**config.mk**
```make
export PLATFORM = sky130hd
export DESIGN_NAME = lcr_lane_cfg_regs
export DESIGN_NICKNAME = d
export VERILOG_FILES = /design/src/design/lcr_pkg.sv /design/src/design/lcr_sync.sv /design/src/design/lcr_termination_detect_mode.sv /design/src/design/lcr_lane_cfg_regs.sv
export SDC_FILE = /design/constraint.sdc
export NUM_CORES = 1
export LEC_CHECK = 0
export ABC_AREA = 1
export BUFFER_PORTS_ARGS = -buffer_cell sky130_fd_sc_hd__clkbuf_2
export CAP_MARGIN = 20
export CELL_PAD_IN_SITES_DETAIL_PLACEMENT = 0
export CELL_PAD_IN_SITES_GLOBAL_PLACEMENT = 1
export CORE_ASPECT_RATIO = 1.1
export CORE_MARGIN = 2
export CORE_UTILIZATION = 35
export DETAILED_ROUTE_END_ITERATION = 6
export PLACE_DENSITY = 0.75
export SYNTH_ARGS = -nofsm -noshare
export SYNTH_HDL_FRONTEND = slang
export SYNTH_SLANG_ARGS = --single-unit
```
**constraint.sdc**
```tcl
create_clock -name sys_clk_in -period 2.17 [get_ports sys_clk_in]
set_clock_uncertainty 0.15 [all_clocks]
set_input_delay 0.434 -clock sys_clk_in [delete_from_list [all_inputs] [get_ports sys_clk_in]]
set_output_delay 0.434 -clock sys_clk_in [all_outputs]
set_load 0.01 [all_outputs]
```
**src/design/lcr_pkg.sv**
```systemverilog
// Purpose: shared constants and carriers for the lane configuration bank
// Assumes: 125 MHz system clock, byte-wide registers
// Notes: offsets are the byte command codes seen on the serial slave
`default_nettype none
package lcr_pkg;
  // register offsets
  localparam logic [7:0] LCR_OFS_L2_DEEMPH = 8'h1F;
  localparam logic [7:0] LCR_OFS_L2_IDLE = 8'h20;
  localparam logic [7:0] LCR_OFS_GAP = 8'h21;
  localparam logic [7:0] LCR_OFS_L3_FORCE = 8'h22;
  localparam logic [7:0] LCR_OFS_L3_IDLE_TERM = 8'h23;
  localparam logic [7:0] LCR_OFS_L3_EQ = 8'h24;
  localparam logic [7:0] LCR_OFS_L3_SWING = 8'h25;
  // reset values, and the read value of unmapped offsets
  localparam logic [7:0] LCR_RST_L2_DEEMPH = 8'h02;
  localparam logic [7:0] LCR_RST_L2_IDLE = 8'h00;
  localparam logic [7:0] LCR_RST_L3_FORCE = 8'h00;
  localparam logic [7:0] LCR_RST_L3_IDLE_TERM = 8'h00;
  localparam logic [7:0] LCR_RST_L3_EQ = 8'h2F;
  localparam logic [7:0] LCR_RST_L3_SWING = 8'hAD;
  localparam logic [7:0] LCR_RD_UNMAPPED = 8'h00;
  // field positions
  localparam int LCR_BIT_PRESENCE = 7;
  localparam int LCR_RATE_HI = 6;
  localparam int LCR_RATE_LO = 5;
  localparam int LCR_DEEMPH_HI = 2;
  localparam int LCR_THR_HI = 3;
  localparam int LCR_BIT_FORCE_OFF = 2;
  localparam int LCR_BIT_FORCE_ON = 1;
  localparam int LCR_BIT_IDLE_MANUAL = 5;
  localparam int LCR_BIT_MUTE = 4;
  localparam int LCR_TERM_HI = 3;
  localparam int LCR_TERM_LO = 2;
  localparam int LCR_BIT_SHORT_PROT = 7;
  localparam int LCR_BIT_RATE_CLASS = 6;
  localparam int LCR_SWING_HI = 2;
  // termination modes and rate codes
  localparam logic [1:0] LCR_TERM_HIZ = 2'h0;
  localparam logic [1:0] LCR_TERM_LIMITED = 2'h1;
  localparam logic [1:0] LCR_TERM_ENDLESS = 2'h2;
  localparam logic [1:0] LCR_TERM_FIXED = 2'h3;
  localparam logic [1:0] LCR_RATE_BLANK = 2'h0;
  // serial slave
  localparam logic [2:0] LCR_BIT_LAST = 3'h7;
  localparam logic [6:0] LCR_DEV_ADDR = 7'h2C;
  // receiver probe timing
  localparam int unsigned LCR_CLK_KHZ = 125000;
  localparam int unsigned LCR_PROBE_PERIOD_MS = 12;
  localparam int unsigned LCR_PROBE_WINDOW_MS = 600;
  localparam int unsigned LCR_PROBE_CYCLES = LCR_PROBE_PERIOD_MS * LCR_CLK_KHZ;
  localparam int unsigned LCR_PROBE_ATTEMPTS = LCR_PROBE_WINDOW_MS / LCR_PROBE_PERIOD_MS;
  // carriers
  typedef struct packed {
    logic receiver_presence_flag;
    logic [1:0] rate_detect_flag;
  } lcr_lane2_stat_s;
  typedef struct packed {
    logic [2:0] deemphasis_level;
    logic [1:0] idle_assert_level;
    logic [1:0] idle_deassert_level;
  } lcr_lane2_cfg_s;
  typedef struct packed {
    logic sig_detect;
    logic mute;
    logic term_50;
    logic probe;
    logic [7:0] equalizer_level;
    logic short_protect;
    logic rate_class_select;
    logic [2:0] swing_level;
  } lcr_lane3_ctl_s;
endpackage
`default_nettype wire

```
**src/design/lcr_sync.sv**
```systemverilog
// Purpose: two-stage synchroniser for pin inputs
// Assumes: inputs are slow levels relative to the system clock
// Notes: only the second stage is visible outside
`timescale 1ns/100ps
`default_nettype none
module lcr_sync #(
  parameter int W = 1,
  parameter logic [W-1:0] RST_VAL = '0
) (
  input wire logic sys_clk_in,
  input wire logic rst_n_in,
  input wire logic [W-1:0] async_in,
  output logic [W-1:0] sync_out
);
  logic [W-1:0] meta_r;
  // first stage feeds only the second; reset to the pin's idle level so no edge follows reset
  always_ff @(posedge sys_clk_in) begin
    if (!rst_n_in) begin
      meta_r <= RST_VAL;
      sync_out <= RST_VAL;
    end else begin
      meta_r <= async_in;
      sync_out <= meta_r;
    end
  end
endmodule
`default_nettype wire

```
**src/design/lcr_termination_detect_mode.sv**
```systemverilog
// Purpose: lane-three input termination and far-end receiver probing
// Assumes: rx_seen_in is synchronised and valid in the same cycle as probe_out
// Notes: any mode change restarts the probe sequence from scratch
`timescale 1ns/100ps
`default_nettype none
module lcr_termination_detect_mode import lcr_pkg::*; #(
  parameter int unsigned PROBE_CYCLES = LCR_PROBE_CYCLES,
  parameter int unsigned PROBE_ATTEMPTS = LCR_PROBE_ATTEMPTS
) (
  input wire logic sys_clk_in,
  input wire logic rst_n_in,
  input wire logic [1:0] mode_in,
  input wire logic rx_seen_in,
  output logic term_50_out,
  output logic probe_out
);
  localparam int CW = $clog2(PROBE_CYCLES + 1);
  localparam int TW = $clog2(PROBE_ATTEMPTS + 1);
  logic [CW-1:0] tick_r;
  logic [TW-1:0] tries_r;
  logic found_r;
  logic [1:0] mode_d_r;
  // probing runs only in the two automatic modes
  wire auto_mode = (mode_in == LCR_TERM_LIMITED) | (mode_in == LCR_TERM_ENDLESS);
  wire tick_end = tick_r == CW'(PROBE_CYCLES - 1);
  wire spent = (mode_in == LCR_TERM_LIMITED) & (tries_r == TW'(PROBE_ATTEMPTS));
  wire probing = auto_mode & ~found_r & ~spent;
  wire restart = mode_in != mode_d_r;
  // period counter, attempt counter and sticky detection
  always_ff @(posedge sys_clk_in) begin
    if (!rst_n_in) begin
      tick_r <= '0;
      tries_r <= '0;
      found_r <= 1'b0;
      mode_d_r <= LCR_TERM_HIZ;
      probe_out <= 1'b0;
      term_50_out <= 1'b0;
    end else begin
      mode_d_r <= mode_in;
      probe_out <= probing & tick_end & ~restart;
      // register mode decides termination, the pin has no say here
      term_50_out <= (mode_in == LCR_TERM_FIXED) | (auto_mode & found_r);
      if (restart) begin
        tick_r <= '0;
        tries_r <= '0;
        found_r <= 1'b0;
      end else begin
        if (probe_out && rx_seen_in) begin
          found_r <= 1'b1;
        end
        if (probing && tick_end) begin
          tick_r <= '0;
          tries_r <= tries_r + TW'(1);
        end else if (probing) begin
          tick_r <= tick_r + CW'(1);
        end
      end
    end
  end
endmodule
`default_nettype wire

```
**src/design/lcr_lane_cfg_regs.sv**
```systemverilog
// Purpose: lane two/three configuration and status bank behind a serial slave
// Assumes: open-drain clock and data pins, 7-bit slave address
// Notes: command byte sets the pointer, each data byte moves it on by one
// Operation
// - lane-two status bit 7 shows whether a far-end receiver was detected
// - bits 6:5 report detected rate: 00 gen1, 01 gen2, 11 gen3
// - rate field meaningful only while the rate mode pin selects automatic
// - bits 2:0 choose lane-two de-emphasis, default 010
// - bits 3:2 choose idle assert threshold, default 00, override pin
// - bits 1:0 choose idle de-assert threshold, default 00, override pin
// - force-off bit drives lane-three signal detect off
// - force-on bit drives lane-three signal detect on
// - manual idle bit hands idle to the mute bit, else automatic idle
// - under manual idle, mute bit set puts the output into electrical idle
// - termination mode 00 keeps high impedance, 11 fixes 50 ohm
// - mode 01 probes every 12 ms, 50 times, 50 ohm once found
// - mode 10 probes every 12 ms until a receiver is found
// - termination mode register wins over the external termination pin
// - lane-three equalizer level is eight bits, reset 0x2F
// - swing register bit 7 enables short-circuit protection, reset 0xAD
// - bit 6 picks gen1/gen2 when set, gen3 when clear, overriding pin
// - bits 2:0 set output swing 0.7 V to 1.4 V, default 101
`timescale 1ns/100ps
`default_nettype none
module lcr_lane_cfg_regs import lcr_pkg::*; #(
  parameter logic [6:0] DEV_ADDR = LCR_DEV_ADDR,
  parameter int unsigned PROBE_CYCLES = LCR_PROBE_CYCLES,
  parameter int unsigned PROBE_ATTEMPTS = LCR_PROBE_ATTEMPTS
) (
  input wire logic sys_clk_in,
  input wire logic rst_n_in,
  input wire logic smb_scl_in,
  input wire logic smb_sda_in,
  output logic smb_sda_out,
  output logic smb_sda_oe_n_out,
  input wire lcr_lane2_stat_s lane2_stat_in,
  input wire logic rate_mode_auto_in,
  input wire logic lane3_sig_detect_in,
  input wire logic lane3_auto_idle_in,
  input wire logic lane3_rx_seen_in,
  output lcr_lane2_cfg_s lane2_cfg_out,
  output lcr_lane3_ctl_s lane3_ctl_out
);
  typedef enum logic [3:0] {
    ST_IDLE, ST_ADDR, ST_ADDR_ACK, ST_CMD, ST_CMD_ACK,
    ST_WDATA, ST_WDATA_ACK, ST_RDATA, ST_RDATA_ACK, ST_IGNORE
  } lcr_state_e;

  localparam int SW = 9;

  // pin synchronisation
  logic [SW-1:0] pins_s;
  logic scl_s;
  logic sda_s;
  logic presence_s;
  logic [1:0] rate_s;
  logic rate_auto_s;
  logic sig_det_s;
  logic auto_idle_s;
  logic rx_seen_s;

  lcr_sync #(
    .W(SW),
    .RST_VAL({2'h3, {(SW-2){1'b0}}}) // clock and data idle high, so no false start at release
  ) u_sync (
    .sys_clk_in(sys_clk_in),
    .rst_n_in(rst_n_in),
    .async_in({smb_scl_in, smb_sda_in, lane2_stat_in, rate_mode_auto_in,
               lane3_sig_detect_in, lane3_auto_idle_in, lane3_rx_seen_in}),
    .sync_out(pins_s)
  );

  assign {scl_s, sda_s, presence_s, rate_s, rate_auto_s,
          sig_det_s, auto_idle_s, rx_seen_s} = pins_s;

  // bus condition detection on synchronised levels
  logic scl_d_r;
  logic sda_d_r;
  wire scl_rise = scl_s & ~scl_d_r;
  wire scl_fall = ~scl_s & scl_d_r;
  wire bus_start = scl_s & scl_d_r & sda_d_r & ~sda_s;
  wire bus_stop = scl_s & scl_d_r & ~sda_d_r & sda_s;

  // slave state
  lcr_state_e state_r;
  lcr_state_e state_nxt;
  logic [2:0] cnt_r;
  logic [2:0] cnt_nxt;
  logic [7:0] shift_r;
  logic [7:0] shift_nxt;
  logic [7:0] ptr_r;
  logic [7:0] ptr_nxt;
  logic hold_r;
  logic hold_nxt;
  logic low_r;
  logic low_nxt;
  logic wr_stb;

  // register contents
  logic [2:0] deemph_r;
  logic [3:0] thresh_r;
  logic [1:0] force_r;
  logic [3:0] idle_term_r;
  logic [7:0] eq_r;
  logic [7:0] swing_r;
  logic sig_det_r;
  logic mute_r;
  logic term_50;
  logic probe;

  wire [7:0] byte_in = {shift_r[6:0], sda_s};
  wire addr_hit = byte_in[7:1] == DEV_ADDR;

  // address decode shared by reads and writes
  wire hit_deemph = ptr_r == LCR_OFS_L2_DEEMPH;
  wire hit_thresh = ptr_r == LCR_OFS_L2_IDLE;
  wire hit_force = ptr_r == LCR_OFS_L3_FORCE;
  wire hit_idle_term = ptr_r == LCR_OFS_L3_IDLE_TERM;
  wire hit_eq = ptr_r == LCR_OFS_L3_EQ;
  wire hit_swing = ptr_r == LCR_OFS_L3_SWING;

  // rate code is blanked outside automatic mode so software never sees junk
  wire [1:0] rate_shown = rate_auto_s ? rate_s : LCR_RATE_BLANK;
  wire [7:0] status_byte = {presence_s, rate_shown, 2'h0, deemph_r};

  // read mux; the reserved gap and unknown offsets read zero
  wire [7:0] rd_data =
    hit_deemph ? status_byte :
    hit_thresh ? {4'h0, thresh_r} :
    hit_force ? {5'h0, force_r, 1'h0} :
    hit_idle_term ? {2'h0, idle_term_r, 2'h0} :
    hit_eq ? eq_r :
    hit_swing ? swing_r :
    LCR_RD_UNMAPPED;

  // byte engine: shift in on rising clock, drive data and ack on falling clock
  always_comb begin
    state_nxt = state_r;
    cnt_nxt = cnt_r;
    shift_nxt = shift_r;
    ptr_nxt = ptr_r;
    hold_nxt = hold_r;
    low_nxt = low_r;
    wr_stb = 1'b0;
    if (bus_stop) begin
      state_nxt = ST_IDLE;
      low_nxt = 1'b0;
      hold_nxt = 1'b0;
    end else if (bus_start) begin
      state_nxt = ST_ADDR;
      cnt_nxt = '0;
      low_nxt = 1'b0;
      hold_nxt = 1'b0;
    end else begin
      case (state_r)
        ST_ADDR, ST_CMD, ST_WDATA: begin
          if (scl_rise) begin
            shift_nxt = byte_in;
            cnt_nxt = cnt_r + 3'h1;
            if (cnt_r == LCR_BIT_LAST) begin
              if (state_r == ST_ADDR) begin
                state_nxt = addr_hit ? ST_ADDR_ACK : ST_IGNORE;
              end else if (state_r == ST_CMD) begin
                ptr_nxt = byte_in;
                state_nxt = ST_CMD_ACK;
              end else begin
                wr_stb = 1'b1;
                ptr_nxt = ptr_r + 8'h01;
                state_nxt = ST_WDATA_ACK;
              end
            end
          end
        end
        ST_ADDR_ACK, ST_CMD_ACK, ST_WDATA_ACK: begin
          if (scl_fall) begin
            hold_nxt = ~hold_r;
            low_nxt = ~hold_r;
            cnt_nxt = '0;
            if (hold_r && state_r == ST_ADDR_ACK && shift_r[0]) begin
              state_nxt = ST_RDATA;
              shift_nxt = rd_data;
              low_nxt = ~rd_data[7];
            end else if (hold_r) begin
              state_nxt = (state_r == ST_ADDR_ACK) ? ST_CMD : ST_WDATA;
            end
          end
        end
        ST_RDATA: begin
          if (scl_rise) begin
            cnt_nxt = cnt_r + 3'h1;
            if (cnt_r == LCR_BIT_LAST) begin
              state_nxt = ST_RDATA_ACK;
              ptr_nxt = ptr_r + 8'h01;
            end
          end else if (scl_fall) begin
            shift_nxt = {shift_r[6:0], 1'b0};
            low_nxt = ~shift_r[6];
          end
        end
        ST_RDATA_ACK: begin
          if (scl_fall && !hold_r) begin
            low_nxt = 1'b0;
            hold_nxt = 1'b1;
          end else if (scl_rise && hold_r && sda_s) begin
            state_nxt = ST_IGNORE;
            hold_nxt = 1'b0;
          end else if (scl_fall) begin
            hold_nxt = 1'b0;
            state_nxt = ST_RDATA;
            cnt_nxt = '0;
            shift_nxt = rd_data;
            low_nxt = ~rd_data[7];
          end
        end
        default: begin
          low_nxt = 1'b0;
        end
      endcase
    end
  end

  // slave flops
  always_ff @(posedge sys_clk_in) begin
    if (!rst_n_in) begin
      state_r <= ST_IDLE;
      cnt_r <= '0;
      shift_r <= '0;
      ptr_r <= '0;
      hold_r <= 1'b0;
      low_r <= 1'b0;
      scl_d_r <= 1'b1;
      sda_d_r <= 1'b1;
    end else begin
      state_r <= state_nxt;
      cnt_r <= cnt_nxt;
      shift_r <= shift_nxt;
      ptr_r <= ptr_nxt;
      hold_r <= hold_nxt;
      low_r <= low_nxt;
      scl_d_r <= scl_s;
      sda_d_r <= sda_s;
    end
  end

  // open drain: only ever pull low, enable is active low
  assign smb_sda_out = 1'b0;
  assign smb_sda_oe_n_out = ~low_r;

  // register writes; reserved and status bits are simply not stored
  always_ff @(posedge sys_clk_in) begin
    if (!rst_n_in) begin
      deemph_r <= LCR_RST_L2_DEEMPH[LCR_DEEMPH_HI:0];
      thresh_r <= LCR_RST_L2_IDLE[LCR_THR_HI:0];
      force_r <= LCR_RST_L3_FORCE[LCR_BIT_FORCE_OFF:LCR_BIT_FORCE_ON];
      idle_term_r <= LCR_RST_L3_IDLE_TERM[LCR_BIT_IDLE_MANUAL:LCR_TERM_LO];
      eq_r <= LCR_RST_L3_EQ;
      swing_r <= LCR_RST_L3_SWING;
    end else if (wr_stb) begin
      if (hit_deemph) begin
        deemph_r <= byte_in[LCR_DEEMPH_HI:0];
      end else if (hit_thresh) begin
        thresh_r <= byte_in[LCR_THR_HI:0];
      end else if (hit_force) begin
        force_r <= byte_in[LCR_BIT_FORCE_OFF:LCR_BIT_FORCE_ON];
      end else if (hit_idle_term) begin
        idle_term_r <= byte_in[LCR_BIT_IDLE_MANUAL:LCR_TERM_LO];
      end else if (hit_eq) begin
        eq_r <= byte_in;
      end else if (hit_swing) begin
        swing_r <= byte_in;
      end
    end
  end

  wire force_off = force_r[1];
  wire force_on = force_r[0];
  wire idle_manual = idle_term_r[3];
  wire mute_sel = idle_term_r[2];
  wire [1:0] term_mode = idle_term_r[1:0];

  // lane-three detect and idle outputs; force-off outranks force-on
  always_ff @(posedge sys_clk_in) begin
    if (!rst_n_in) begin
      sig_det_r <= 1'b0;
      mute_r <= 1'b0;
    end else begin
      sig_det_r <= force_off ? 1'b0 : (force_on | sig_det_s);
      mute_r <= idle_manual ? mute_sel : auto_idle_s;
    end
  end

  // receiver probing follows the register mode only, never the pin
  lcr_termination_detect_mode #(
    .PROBE_CYCLES(PROBE_CYCLES),
    .PROBE_ATTEMPTS(PROBE_ATTEMPTS)
  ) u_termination_detect_mode (
    .sys_clk_in(sys_clk_in),
    .rst_n_in(rst_n_in),
    .mode_in(term_mode),
    .rx_seen_in(rx_seen_s),
    .term_50_out(term_50),
    .probe_out(probe)
  );

  // outputs gathered into carriers
  assign lane2_cfg_out = '{
    deemphasis_level: deemph_r,
    idle_assert_level: thresh_r[3:2],
    idle_deassert_level: thresh_r[1:0]
  };
  assign lane3_ctl_out = '{
    sig_detect: sig_det_r,
    mute: mute_r,
    term_50: term_50,
    probe: probe,
    equalizer_level: eq_r,
    short_protect: swing_r[LCR_BIT_SHORT_PROT],
    rate_class_select: swing_r[LCR_BIT_RATE_CLASS],
    swing_level: swing_r[LCR_SWING_HI:0]
  };
endmodule
`default_nettype wire

```
==> implementation parameters, run 1 <==
Parameter                              Value

Run status
  Result of the run ... complete, no violations

Route
  Initial DRC Count ... about 250
  Total vias in the final route ... about 5.2k
  Overall routed net length ... ~15000 um
  Per-cell routed wire length ... 13.8 um
  First-pass iteration count of the detailed router ... 5
  Via density ... approximately 4.8
  Number of routed nets with antenna violations ... 0
  Remaining routing DRC violations ... 0

Placed design
  I/O Buffers ... 35
  Placed cell count ... 1073
  HPWL Detailed ... roughly 11000 um
  Global placer's final weighted congestion ... 0.878

Critical path
  Setup slack of the most critical reg-to-reg path ... ~0.16 ns
  Delay of the slowest cell on the worst path ... slightly above 0.4 ns
  Dominant delay contributor by cell family on the critical path ... simple AND/OR/NAND/NOR gates
  Required time at the endpoint of the critical path ... 2.31 ns
  Type of destination of the critical path ... flop
  CP Buf/Inv Count ... 3
  Depth of the worst register-to-register path ... 8
  CP max stage cell ... dfxtp_1
  Kind of launch point of the worst setup path ... flop
  Critical R2R Launch ... ptr_r[0]$_SDFFE_PN0P_
  Ordered list of cells on the worst path ... inv_1 -> ha_1 -> nand3_2 -> inv_2 -> nor2_2 -> nand3_4 -> buf_4 -> o211ai_1
  Critical setup path kind ... reg2reg
  Critical R2R Capture ... swing_r[2]$_SDFFE_PN1P_
  Signal arrival time at the worst endpoint ... ~2.1 ns
  Highest net fanout along the worst path ... 16
  Critical Path Start ... ptr_r[0]$_SDFFE_PN0P_

Synthesis
  Share of Yosys cell area claimed by the top area cell type ... 0.379
  Async SR Flop Fraction ... 0
  Basic-gate share of the synthesized area counting and, or, nand and nor cells ... 0.339
  Cell with the most instances after synthesis ... nand2_1
  Number of enable flip-flop cells after synthesis ... 0
  Synthesis Warnings ... 0
  Xor/xnor share of the synthesized area ... 0.0279
  Gate Count Post-Synth ... 837
  Ranking of synthesized cells by instance count ... 223 x nand2_1, 107 x dfxtp_1, 102 x inv_1
  Post-Synth Adder-Cell Area ... 0.0243
  Main combinational cell family by area after synthesis ... simple AND/OR/NAND/NOR gates
  Seq/Total Area, Yosys ... 0.379
  Post-Syn Area ... between 5000 and 6000 sq um
  Count of cell types in the netlist ... 38
  Area leader, netlist ... dfxtp_1
  Number of register bits inferred by synthesis ... around 110
  Complex-gate fraction of the synthesized area ... 0.125
  Syn nets ... 859
  Primary flip-flop cell chosen by synthesis mapping ... dfxtp_1
  Synth area leaders ... dfxtp_1 38%, nand2_1 15%, inv_1 6.8%
  Average instance area after synthesis ... 6.76 sq um
  Mux contribution to synthesized area ... 0

Power and ir drop
  PwrDens ... about 850 nW/um^2
  Part of the power in combinational logic ... 0.300
  Leakage power of the design ... ~0.0029 uW
  Total design power ... ~5500 uW
  Internal power ... ~3400 uW
  Net switching power ... 2070 uW
  Register share of total power ... 0.411
  Sw frac ... 0.379
  Worst supply voltage drop on vdd ... about 0.00044 V
  Part of the power in the clock network ... 0.289

Timing
  Hold violation total from the final report ... 0
  Final period demand of the worst path ... 2.01 ns
  Rel. slew slack ... 0.609
  Top achievable clock speed ... about 0.50 GHz
  Final critical-path share of the clock period ... 0.925
  Number of setup violations in the final report ... 0
  Setup repair after global routing missed its margin ... no
  Sum Neg Setup Slack ... 0 ns
  Worst-Margin Slew ... between 0.5 and 0.6 ns
  Final max-slew violation count ... 0

Clock tree
  CTS HTree Levels ... 3
  Clock Path Buffers ... 2
  Number of clock sinks ... approximately 110
  Clock buffer count from CTS ... 9
  Skew-Pair Late Insertion Delay ... about 0.36 ns
  Clock root cell ... clkbuf_16
  Post-CTS clock slew at the launch and capture registers of the worst setup and hold paths ... 0.07 ns
  TritonCTS clock tree ... done

Cells and area
  Layout cells sized above 1 ... 0.136
  Total Nets Final ... slightly above 900
  Area growth from synthesis to layout ... 14.1%
  Non-Filler Instances ... between 1k and 1.5k
  Fill count ... ~1.7k
  Antenna diode count ... 0

Die
  Die Y ... roughly 140 um
  Row count ... 48
  Number of top-level pins ... 37
  Area enclosed by the die boundary ... 17200 sq um
  DIE WIDTH ... about 130 um
  Starting density of the core ... 0.359
  Floorplan Core Area ... between 15000 and 20000 sq um

Worst hold path
  Launch instance of the worst min-delay path ... lane2_stat_in[1]
  Min-Delay Endpoint ... u_sync.meta_r[5]$_SDFF_PN0_
  Class of the most critical hold timing path ... in2reg
  Hold Path Depth ... 3

Global route
  Number of antenna violations at the first check in global routing ... 0
  Global-route total usage across every layer ... 0.180
  Global route total overflow ... 0
  Pin count of the biggest net entering global routing ... 56
  First-pass GRT wire length ... roughly 25000 um
  Vias in the first global route ... about 5k

Flow run
  Number of max-cap violations ... 0
==> flip-flops by register name (all words and copies together), names as in the netlist, 2 cells and up <==
| signal | cells |
|---|---|
| eq_r | 8 |
| u_sync.sync_out | 9 |
| idle_term_r | 4 |
| state_r | 4 |
| u_sync.meta_r | 9 |
| shift_r | 7 |
| u_termination_detect_mode.tries_r | 6 |
| u_termination_detect_mode.tick_r | 21 |
| ptr_r | 8 |
| deemph_r | 3 |
| u_termination_detect_mode.mode_d_r | 2 |
| thresh_r | 4 |
| force_r | 2 |
| cnt_r | 3 |
| swing_r | 8 |
==> per-stage QoR <==
stage                     hold slack [ns]  worst slack (ns)  instance area (sq um)   util
after floorplan                     0.240             0.310                   5660      -
after global placement              0.244             0.182                   6140  0.390
after detailed placement            0.246             0.151                   6140  0.390
after CTS                          0.0825             0.126                   6420  0.408
after global routing                0.101           0.00480                   6450  0.410
final                               0.101             0.162                   6450  0.410
==> how the worst max path moves through the flow <==
| stage | endpoint | slack [ns] | cells past startpoint |
|---|---|---|---|
| after floorplan | swing_r[7]$_SDFFE_PN1P_ | 0.31 | 10 |
| after global placement | low_r$_SDFFE_PP0P_ | 0.18 | 11 |
| after detailed placement | eq_r[4]$_SDFFE_PN0P_ | 0.15 | 9 |
| after CTS | eq_r[4]$_SDFFE_PN0P_ | 0.13 | 9 |
| after global routing | u_termination_detect_mode.tick_r[6]$_SDFFE_PP0P_ | 0.005 | 11 |
| final | swing_r[2]$_SDFFE_PN1P_ | 0.16 | 8 |
==> worst min-delay path: cells and delay by family <==
family        cells  cell delay, ns
buf+inv           2            0.11
simple gates      1            0.04
==> layout by cell type (no fill, tap or decap), types with 2 or more instances in the layout <==
master	count
nand2_1	223
xnor2_1	3
ha_1	11
nor3_2	2
o211ai_1	6
or2_2	5
nand4_1	29
a211oi_1	4
clkbuf_2	35
buf_4	33
xor2_1	15
clkbuf_16	9
nand3_1	48
nor3b_1	2
dfxtp_1	107
a21oi_1	62
nor2_4	3
nand3b_1	3
o21ai_1	2
a31oi_1	3
nor3_1	18
o21ai_0	40
nor2_2	8
inv_2	4
o211ai_2	6
clkinv_4	3
inv_1	102
nand2_2	5
nor2_1	86
nand3_2	3
==> cell type report <==
class	instances	area [sq um]	share of cell area
multi-input cells	592	2930	0.455
flip-flops and latches	107	2140	0.332
repair buffers	69	443	0.0687
inverters	107	402	0.0623
well taps	200	250	0.0388
clock buffers	9	225	0.0349
clock inverters	6	55.1	0.00853
==> metal layers <==
metal  global-route usage  up-vias  part of all wire
met1                0.222     2335              0.47
met5                    0        -                 0
li1                     -     2781                 -
met2                0.319       74              0.48
met4               0.0679        0             0.025
met3               0.0291       23             0.026
==> logic make-up after synthesis <==
| group | Yosys count |
|---|---|
| AO/OA/AOI/OAI | 125 |
| XOR/XNOR | 18 |
| adder cells (fa/ha/maj) | 11 |
| buffers and inverters | 138 |
| flip-flops | 107 |
| other | 1 |
| AND/OR/NAND/NOR | 437 |
==> power groups by stage <==
stage	sequential (uW)	combinational, uW	clock (uW)
after global placement	2290	1650	0
after CTS	2240	1630	1630
after detailed placement	2290	1620	0
after global routing	2260	1860	1690
final	2240	1640	1580
after floorplan	2220	1160	0
==> repair_timing <==
action / in CTS / in global routing
gates resized for setup: 0 / 6
endpoints found under the setup margin: 0 / 9
hold buffers: 0 / 0
buffers inserted: 0 / 2
(Power assumes the default switching activity.)
==> run 2, diff against run 1 <==
--- a/config.mk
+++ b/config.mk
@@ -10,7 +10,7 @@
 export CAP_MARGIN = 20
 export CELL_PAD_IN_SITES_DETAIL_PLACEMENT = 0
 export CELL_PAD_IN_SITES_GLOBAL_PLACEMENT = 1
-export CORE_ASPECT_RATIO = 1.1
+export CORE_ASPECT_RATIO = 0.9
 export CORE_MARGIN = 2
 export CORE_UTILIZATION = 35
 export DETAILED_ROUTE_END_ITERATION = 6
==> constraint.sdc (replaced) <==
create_clock -name sys_clk_in -period 2 [get_ports sys_clk_in]
set_clock_uncertainty 0.15 [all_clocks]
set_input_delay 0.4 -clock sys_clk_in [delete_from_list [all_inputs] [get_ports sys_clk_in]]
set_output_delay 0.4 -clock sys_clk_in [all_outputs]
set_load 0.01 [all_outputs]
==> run 2 against run 1 <==
Register-to-register slack got worse by 0.05 ns; global-route usage fell by 0.090 points; core utilization rose by 1.3 points; via count rose by 2.1%.
==> implementation parameters, run 2 (same netlist as run 1, synthesis figures left out) <==
Parameter                              Value

Route
  Initial DRC Count ... approximately 340
  Number of routed nets with antenna violations ... 0
  Overall routed net length ... around 15000 um
  Via density ... between 4 and 5
  Per-cell routed wire length ... roughly 13 um
  Remaining routing DRC violations ... 0
  Total vias in the final route ... 5324
  First-pass iteration count of the detailed router ... 6

Power and ir drop
  PwrDens ... 907 nW/um^2
  Worst supply voltage drop on vdd ... 0.000522 V
  Leakage power of the design ... around 0.0031 uW

Global route
  First-pass GRT wire length ... 24500 um
  Number of antenna violations at the first check in global routing ... 0
  Pin count of the biggest net entering global routing ... 52
  Vias in the first global route ... 4851
  Global-route total usage across every layer ... 0.180
  Global route total overflow ... 0

Timing
  Final critical-path share of the clock period ... 0.947
  Hold Slack ... roughly 0.061 ns
  Number of setup violations in the final report ... 0
  Final period demand of the worst path ... ~1.9 ns
  Hold violation total from the final report ... 0
  Top achievable clock speed ... ~0.53 GHz
  Final max-slew violation count ... 0
  Setup repair after global routing missed its margin ... yes

Die
  DIE WIDTH ... between 100 and 150 um
  Floorplan Core Area ... around 16000 sq um
  Die Y ... around 120 um
  Row count ... 44
  Area enclosed by the die boundary ... 17200 sq um
  Starting density of the core ... 0.354
  Number of top-level pins ... 37

Clock tree
  Post-CTS clock slew at the launch and capture registers of the worst setup and hold paths ... roughly 0.08 ns
  Skew-Pair Late Insertion Delay ... between 0.3 and 0.4 ns
  TritonCTS clock tree ... done
  Clock buffer count from CTS ... 9
  Clock Path Buffers ... 2
  Clock root cell ... clkbuf_16
  CTS HTree Levels ... 3
  Number of clock sinks ... roughly 110

Critical path
  Type of destination of the critical path ... flop
  Required time at the endpoint of the critical path ... 2.10 ns
  Critical setup path kind ... reg2reg
  Highest net fanout along the worst path ... 5
  Signal arrival time at the worst endpoint ... 1.99 ns
  Kind of launch point of the worst setup path ... flop

Cells and area
  Register with the highest flop count ... u_termination_detect_mode.tick_r
  Non-Filler Cell Area, Final ... between 6000 and 7000 sq um
  Total Nets Final ... just over 900
  Utilization of the core after routing ... 0.423
  Antenna diode count ... 0
  Area growth from synthesis to layout ... 19.3%
  Commonest non-fill, non-tap cell in the layout ... nand2_1
  Top library cells by usage in the layout, fill and taps aside ... 221 x nand2_1, 102 x dfxtp_1, 101 x inv_1, 85 x nor2_1, 61 x a21oi_1
  Layout cells sized above 1 ... 0.173
  Leading registers by flop count ... u_termination_detect_mode.tick_r x21, u_sync.meta_r x9, u_sync.sync_out x9
  Max FFs per register ... 21

Run status
  Result of the run ... complete, no violations

Worst hold path
  Class of the most critical hold timing path ... in2reg

Placed design
  HPWL Detailed ... about 11000 um
  I/O Buffers ... 35
  Post-detailed-placement cell area ... 6320 sq um
  Global placer's final weighted congestion ... ~0.87

Flow run
  Number of max-cap violations ... 0
-- run 2: path summary, 6_finish.rpt --
| check | from | endpoint | slack, ns | cells past startpoint |
|---|---|---|---|---|
| setup / recovery | ptr_r[0]$_SDFFE_PN0P_ | thresh_r[3]$_SDFFE_PN0P_ | 0.11 | 11 |
| setup reg to reg | ptr_r[0]$_SDFFE_PN0P_ | thresh_r[3]$_SDFFE_PN0P_ | 0.11 | 11 |
| hold reg to reg | u_sync.meta_r[1]$_SDFF_PN0_ | u_sync.sync_out[1]$_SDFF_PN0_ | 0.27 | 2 |
| hold / removal | lane2_stat_in[2] | u_sync.meta_r[6]$_SDFF_PN0_ | 0.06 | 3 |
-- run 2: metrics by stage --
step	power, uW	TNS [ns]	setup slack (ns)	cells
finish	6120	0	0.107	1120
global route	6540	-0.0164	-0.00863	1120
CTS	6150	0	0.0185	1115
detailed placement	4310	-0.0361	-0.0361	1099
global placement	4330	-0.00789	-0.00789	1099
floorplan	3670	0	0.140	837
-- run 2: metal layers --
| metal | vias up | track usage | part of all wire |
|---|---|---|---|
| met5 | - | 0 | 0 |
| met4 | 0 | 0.0384 | 0.0076 |
| met3 | 9 | 0.0362 | 0.034 |
| met2 | 83 | 0.261 | 0.43 |
| met1 | 2398 | 0.272 | 0.53 |
| li1 | 2834 | - | - |
-- run 2: power by group --
part / switching (uW) / internal, uW
Combinational: 1230 / 651
Sequential: 143 / 2270
Clock: 927 / 892
-- run 2: final cells by class --
type	count	area (sq um)
Tap cell	207	259
Sequential cell	107	2150
Inverter	107	402
Fill cell	1698	9220
Timing Repair Buffer	91	637
Multi-Input combinational cell	592	2990
Clock buffer	9	225
Clock inverter	7	83.8
-- run 2: worst max-delay path, cell delays in order (launching register included) --
cell and delay, ns:
dfxtp_2 0.38, ha_1 0.18, nand2_1 0.11, nor2_2 0.14, nand2_1 0.12, inv_1 0.13, nor2_4 0.06, buf_4 0.15
buf_4 0.13, buf_4 0.12, nand3_1 0.07, a21oi_2 0.05
-- run 2: what timing repair did --
action	CTS	global route
resized for setup	1	29
endpoints found under the setup margin	1	64
setup buffers	0	5
hold buffers	0	0
pin swaps	0	3
==> run 3, diff against run 2 <==
==> constraint.sdc (replaced) <==
create_clock -name sys_clk_in -period 2.4 [get_ports sys_clk_in]
set_clock_uncertainty 0.15 [all_clocks]
set_input_delay 0.48 -clock sys_clk_in [delete_from_list [all_inputs] [get_ports sys_clk_in]]
set_output_delay 0.48 -clock sys_clk_in [all_outputs]
set_load 0.01 [all_outputs]
==> run 3 against run 2 <==
Sequential power down 16%; worst hold slack better by 0.071 ns; critical path type unchanged; largest cell class unchanged; critical endpoint is now idle_term_r[1]$_SDFFE_PN0P_; via count down 1.7%; register-to-register slack better by 0.14 ns; fmax down 12%; setup slack better by 0.14 ns; count of clock-buffer cells in the layout unchanged.
==> implementation parameters, run 3 (same netlist as run 1, synthesis figures left out) <==
Parameter                              Value

Run status
  Result of the run ... complete, no violations

Placed design
  I/O Buffers ... 35
  HPWL Detailed ... roughly 11000 um
  Pre-CTS WS ... between 0.2 and 0.3 ns
  Global placer's final weighted congestion ... slightly below 0.9

Timing
  Top achievable clock speed ... about 0.46 GHz
  Setup repair after global routing missed its margin ... no
  Final max-slew violation count ... 0
  Final critical-path share of the clock period ... 0.897
  Worst-Margin Slew ... about 0.6 ns
  Final period demand of the worst path ... 2.15 ns
  Rel. slew slack ... 0.592
  Final WS setup ... about 0.25 ns
  Number of setup violations in the final report ... 0
  Hold violation total from the final report ... 0
  Sum Neg Setup Slack ... 0 ns

Worst hold path
  Launch instance of the worst min-delay path ... lane2_stat_in[1]
  Class of the most critical hold timing path ... in2reg
  Hold Path Depth ... 3
  Min-Delay Endpoint ... u_sync.meta_r[5]$_SDFF_PN0_

Flow run
  Number of max-cap violations ... 0

Critical path
  Setup slack of the most critical reg-to-reg path ... 0.25 ns
  Critical R2R Capture ... idle_term_r[1]$_SDFFE_PN0P_
  Required time at the endpoint of the critical path ... roughly 2.5 ns
  Depth of the worst register-to-register path ... 9
  Highest net fanout along the worst path ... 8
  Delay of the slowest cell on the worst path ... 0.37 ns
  Critical setup path kind ... reg2reg
  Type of destination of the critical path ... flop
  Critical Path Start ... ptr_r[1]$_SDFFE_PN0P_
  Dominant delay contributor by cell family on the critical path ... simple AND/OR/NAND/NOR gates
  Critical R2R Launch ... ptr_r[1]$_SDFFE_PN0P_
  Cell seen most often among critical-path stages ... nand2_1
  Signal arrival time at the worst endpoint ... 2.26 ns
  Kind of launch point of the worst setup path ... flop
  CP Buf/Inv Count ... 1
  Ordered list of cells on the worst path ... ha_1 -> nand2_1 -> nor2_1 -> nand2_1 -> inv_1 -> nor2_4 -> nand3_2 -> o21ai_0 -> a21oi_1
  CP max stage cell ... dfxtp_1

Die
  DIE WIDTH ... 138 um
  Floorplan Core Area ... approximately 16000 sq um
  Die Y ... approximately 120 um
  Row count ... 44
  Number of top-level pins ... 37
  Starting density of the core ... 0.354
  Area enclosed by the die boundary ... between 15000 and 20000 sq um

Power and ir drop
  Leakage power of the design ... 0.00285 uW
  Worst supply voltage drop on vdd ... about 0.00038 V
  Total design power ... 5030 uW
  PwrDens ... around 790 nW/um^2

Cells and area
  Layout cells sized above 1 ... 0.119
  Utilization of the core after routing ... 0.400
  Register with the highest flop count ... u_termination_detect_mode.tick_r
  Leading registers by flop count ... u_termination_detect_mode.tick_r x21, u_sync.meta_r x9, u_sync.sync_out x9
  Area growth from synthesis to layout ... 12.9%
  Commonest non-fill, non-tap cell in the layout ... nand2_1
  Total Nets Final ... roughly 900
  Top library cells by usage in the layout, fill and taps aside ... 223 x nand2_1, 107 x dfxtp_1, 102 x inv_1, 89 x nor2_1, 62 x a21oi_1
  Max FFs per register ... 21
  Antenna diode count ... 0

Clock tree
  Number of buffers added to fix hold violations after cts ... 0
  TritonCTS clock tree ... done
  Number of clock sinks ... 107
  Clock root cell ... clkbuf_16
  CTS HTree Levels ... 3
  Clock Path Buffers ... 2
  Clock buffer count from CTS ... 9
  Skew-Pair Late Insertion Delay ... 0.37 ns
  Count of cells resized by post-cts repair ... 0
  Count of buffers added by post-CTS timing repair for setup ... 0
  Post-CTS clock slew at the launch and capture registers of the worst setup and hold paths ... approximately 0.09 ns

Route
  Number of routed nets with antenna violations ... 0
  Via density ... 4.83
  Per-cell routed wire length ... 13.6 um
  Remaining routing DRC violations ... 0
  First-pass iteration count of the detailed router ... 7
  Overall routed net length ... around 15000 um
  Initial DRC Count ... about 440
  Total vias in the final route ... 5231

Global route
  Most used routing layer ... met1
  Pin count of the biggest net entering global routing ... between 50 and 60
  Global route total overflow ... 0
  Global routing usage on met1 ... 0.277
  Grt met2 use ... 0.260
  Number of antenna violations at the first check in global routing ... 0
  Global-route total usage across every layer ... 0.182
  First-pass GRT wire length ... 24800 um
  GR Util met3 ... 0.0350
  Vias in the first global route ... a little under 5k
run 3: per-stage QoR:
step	instances	instance area, sq um	hold WS, ns
2_1_floorplan	837	5660	0.240
3_3_place_gp	1068	6060	0.245
3_5_place_dp	1068	6060	0.246
4_1_cts	1084	6390	0.126
5_1_grt	1084	6390	0.138
6_report	1084	6390	0.133
run 3: power by group:
part	total (uW)	switching [uW]	internal (uW)	leakage (uW)
combinational	1420	1000	421	0.00183
clock	1570	809	763	0.000157
sequential	2030	140	1890	0.000868
total	5030	1950	3080	0.00285
run 3: worst min-delay path: stages:
cell and delay, ns:
clkbuf_2 0.07, nand2_1 0.04, inv_1 0.04
run 3: layout make-up:
type                    instances  area [sq um]
fillers                      1762          9580
multi-input cells             592          2920
flip-flops and latches        107          2140
inverters                     107           402
repair buffers                 55           338
well taps                     207           259
clock buffers                   9           225
clock inverters                 7          98.8
run 3: how the worst max path moves through the flow:
stage,end,slack (ns),depth (start not counted)
2_1_floorplan,swing_r[7]$_SDFFE_PN1P_,0.54,10
3_3_place_gp,idle_term_r[1]$_SDFFE_PN0P_,0.28,9
3_5_place_dp,idle_term_r[1]$_SDFFE_PN0P_,0.27,9
4_1_cts,idle_term_r[1]$_SDFFE_PN0P_,0.26,9
5_1_grt,idle_term_r[2]$_SDFFE_PN0P_,0.04,9
6_report,idle_term_r[1]$_SDFFE_PN0P_,0.25,9
run 3: metal layers:
metal	vias to the layer above	wire (um)
met5	-	0
met4	0	161
met3	12	668
met2	115	6090
met1	2342	7790
li1	2762	-
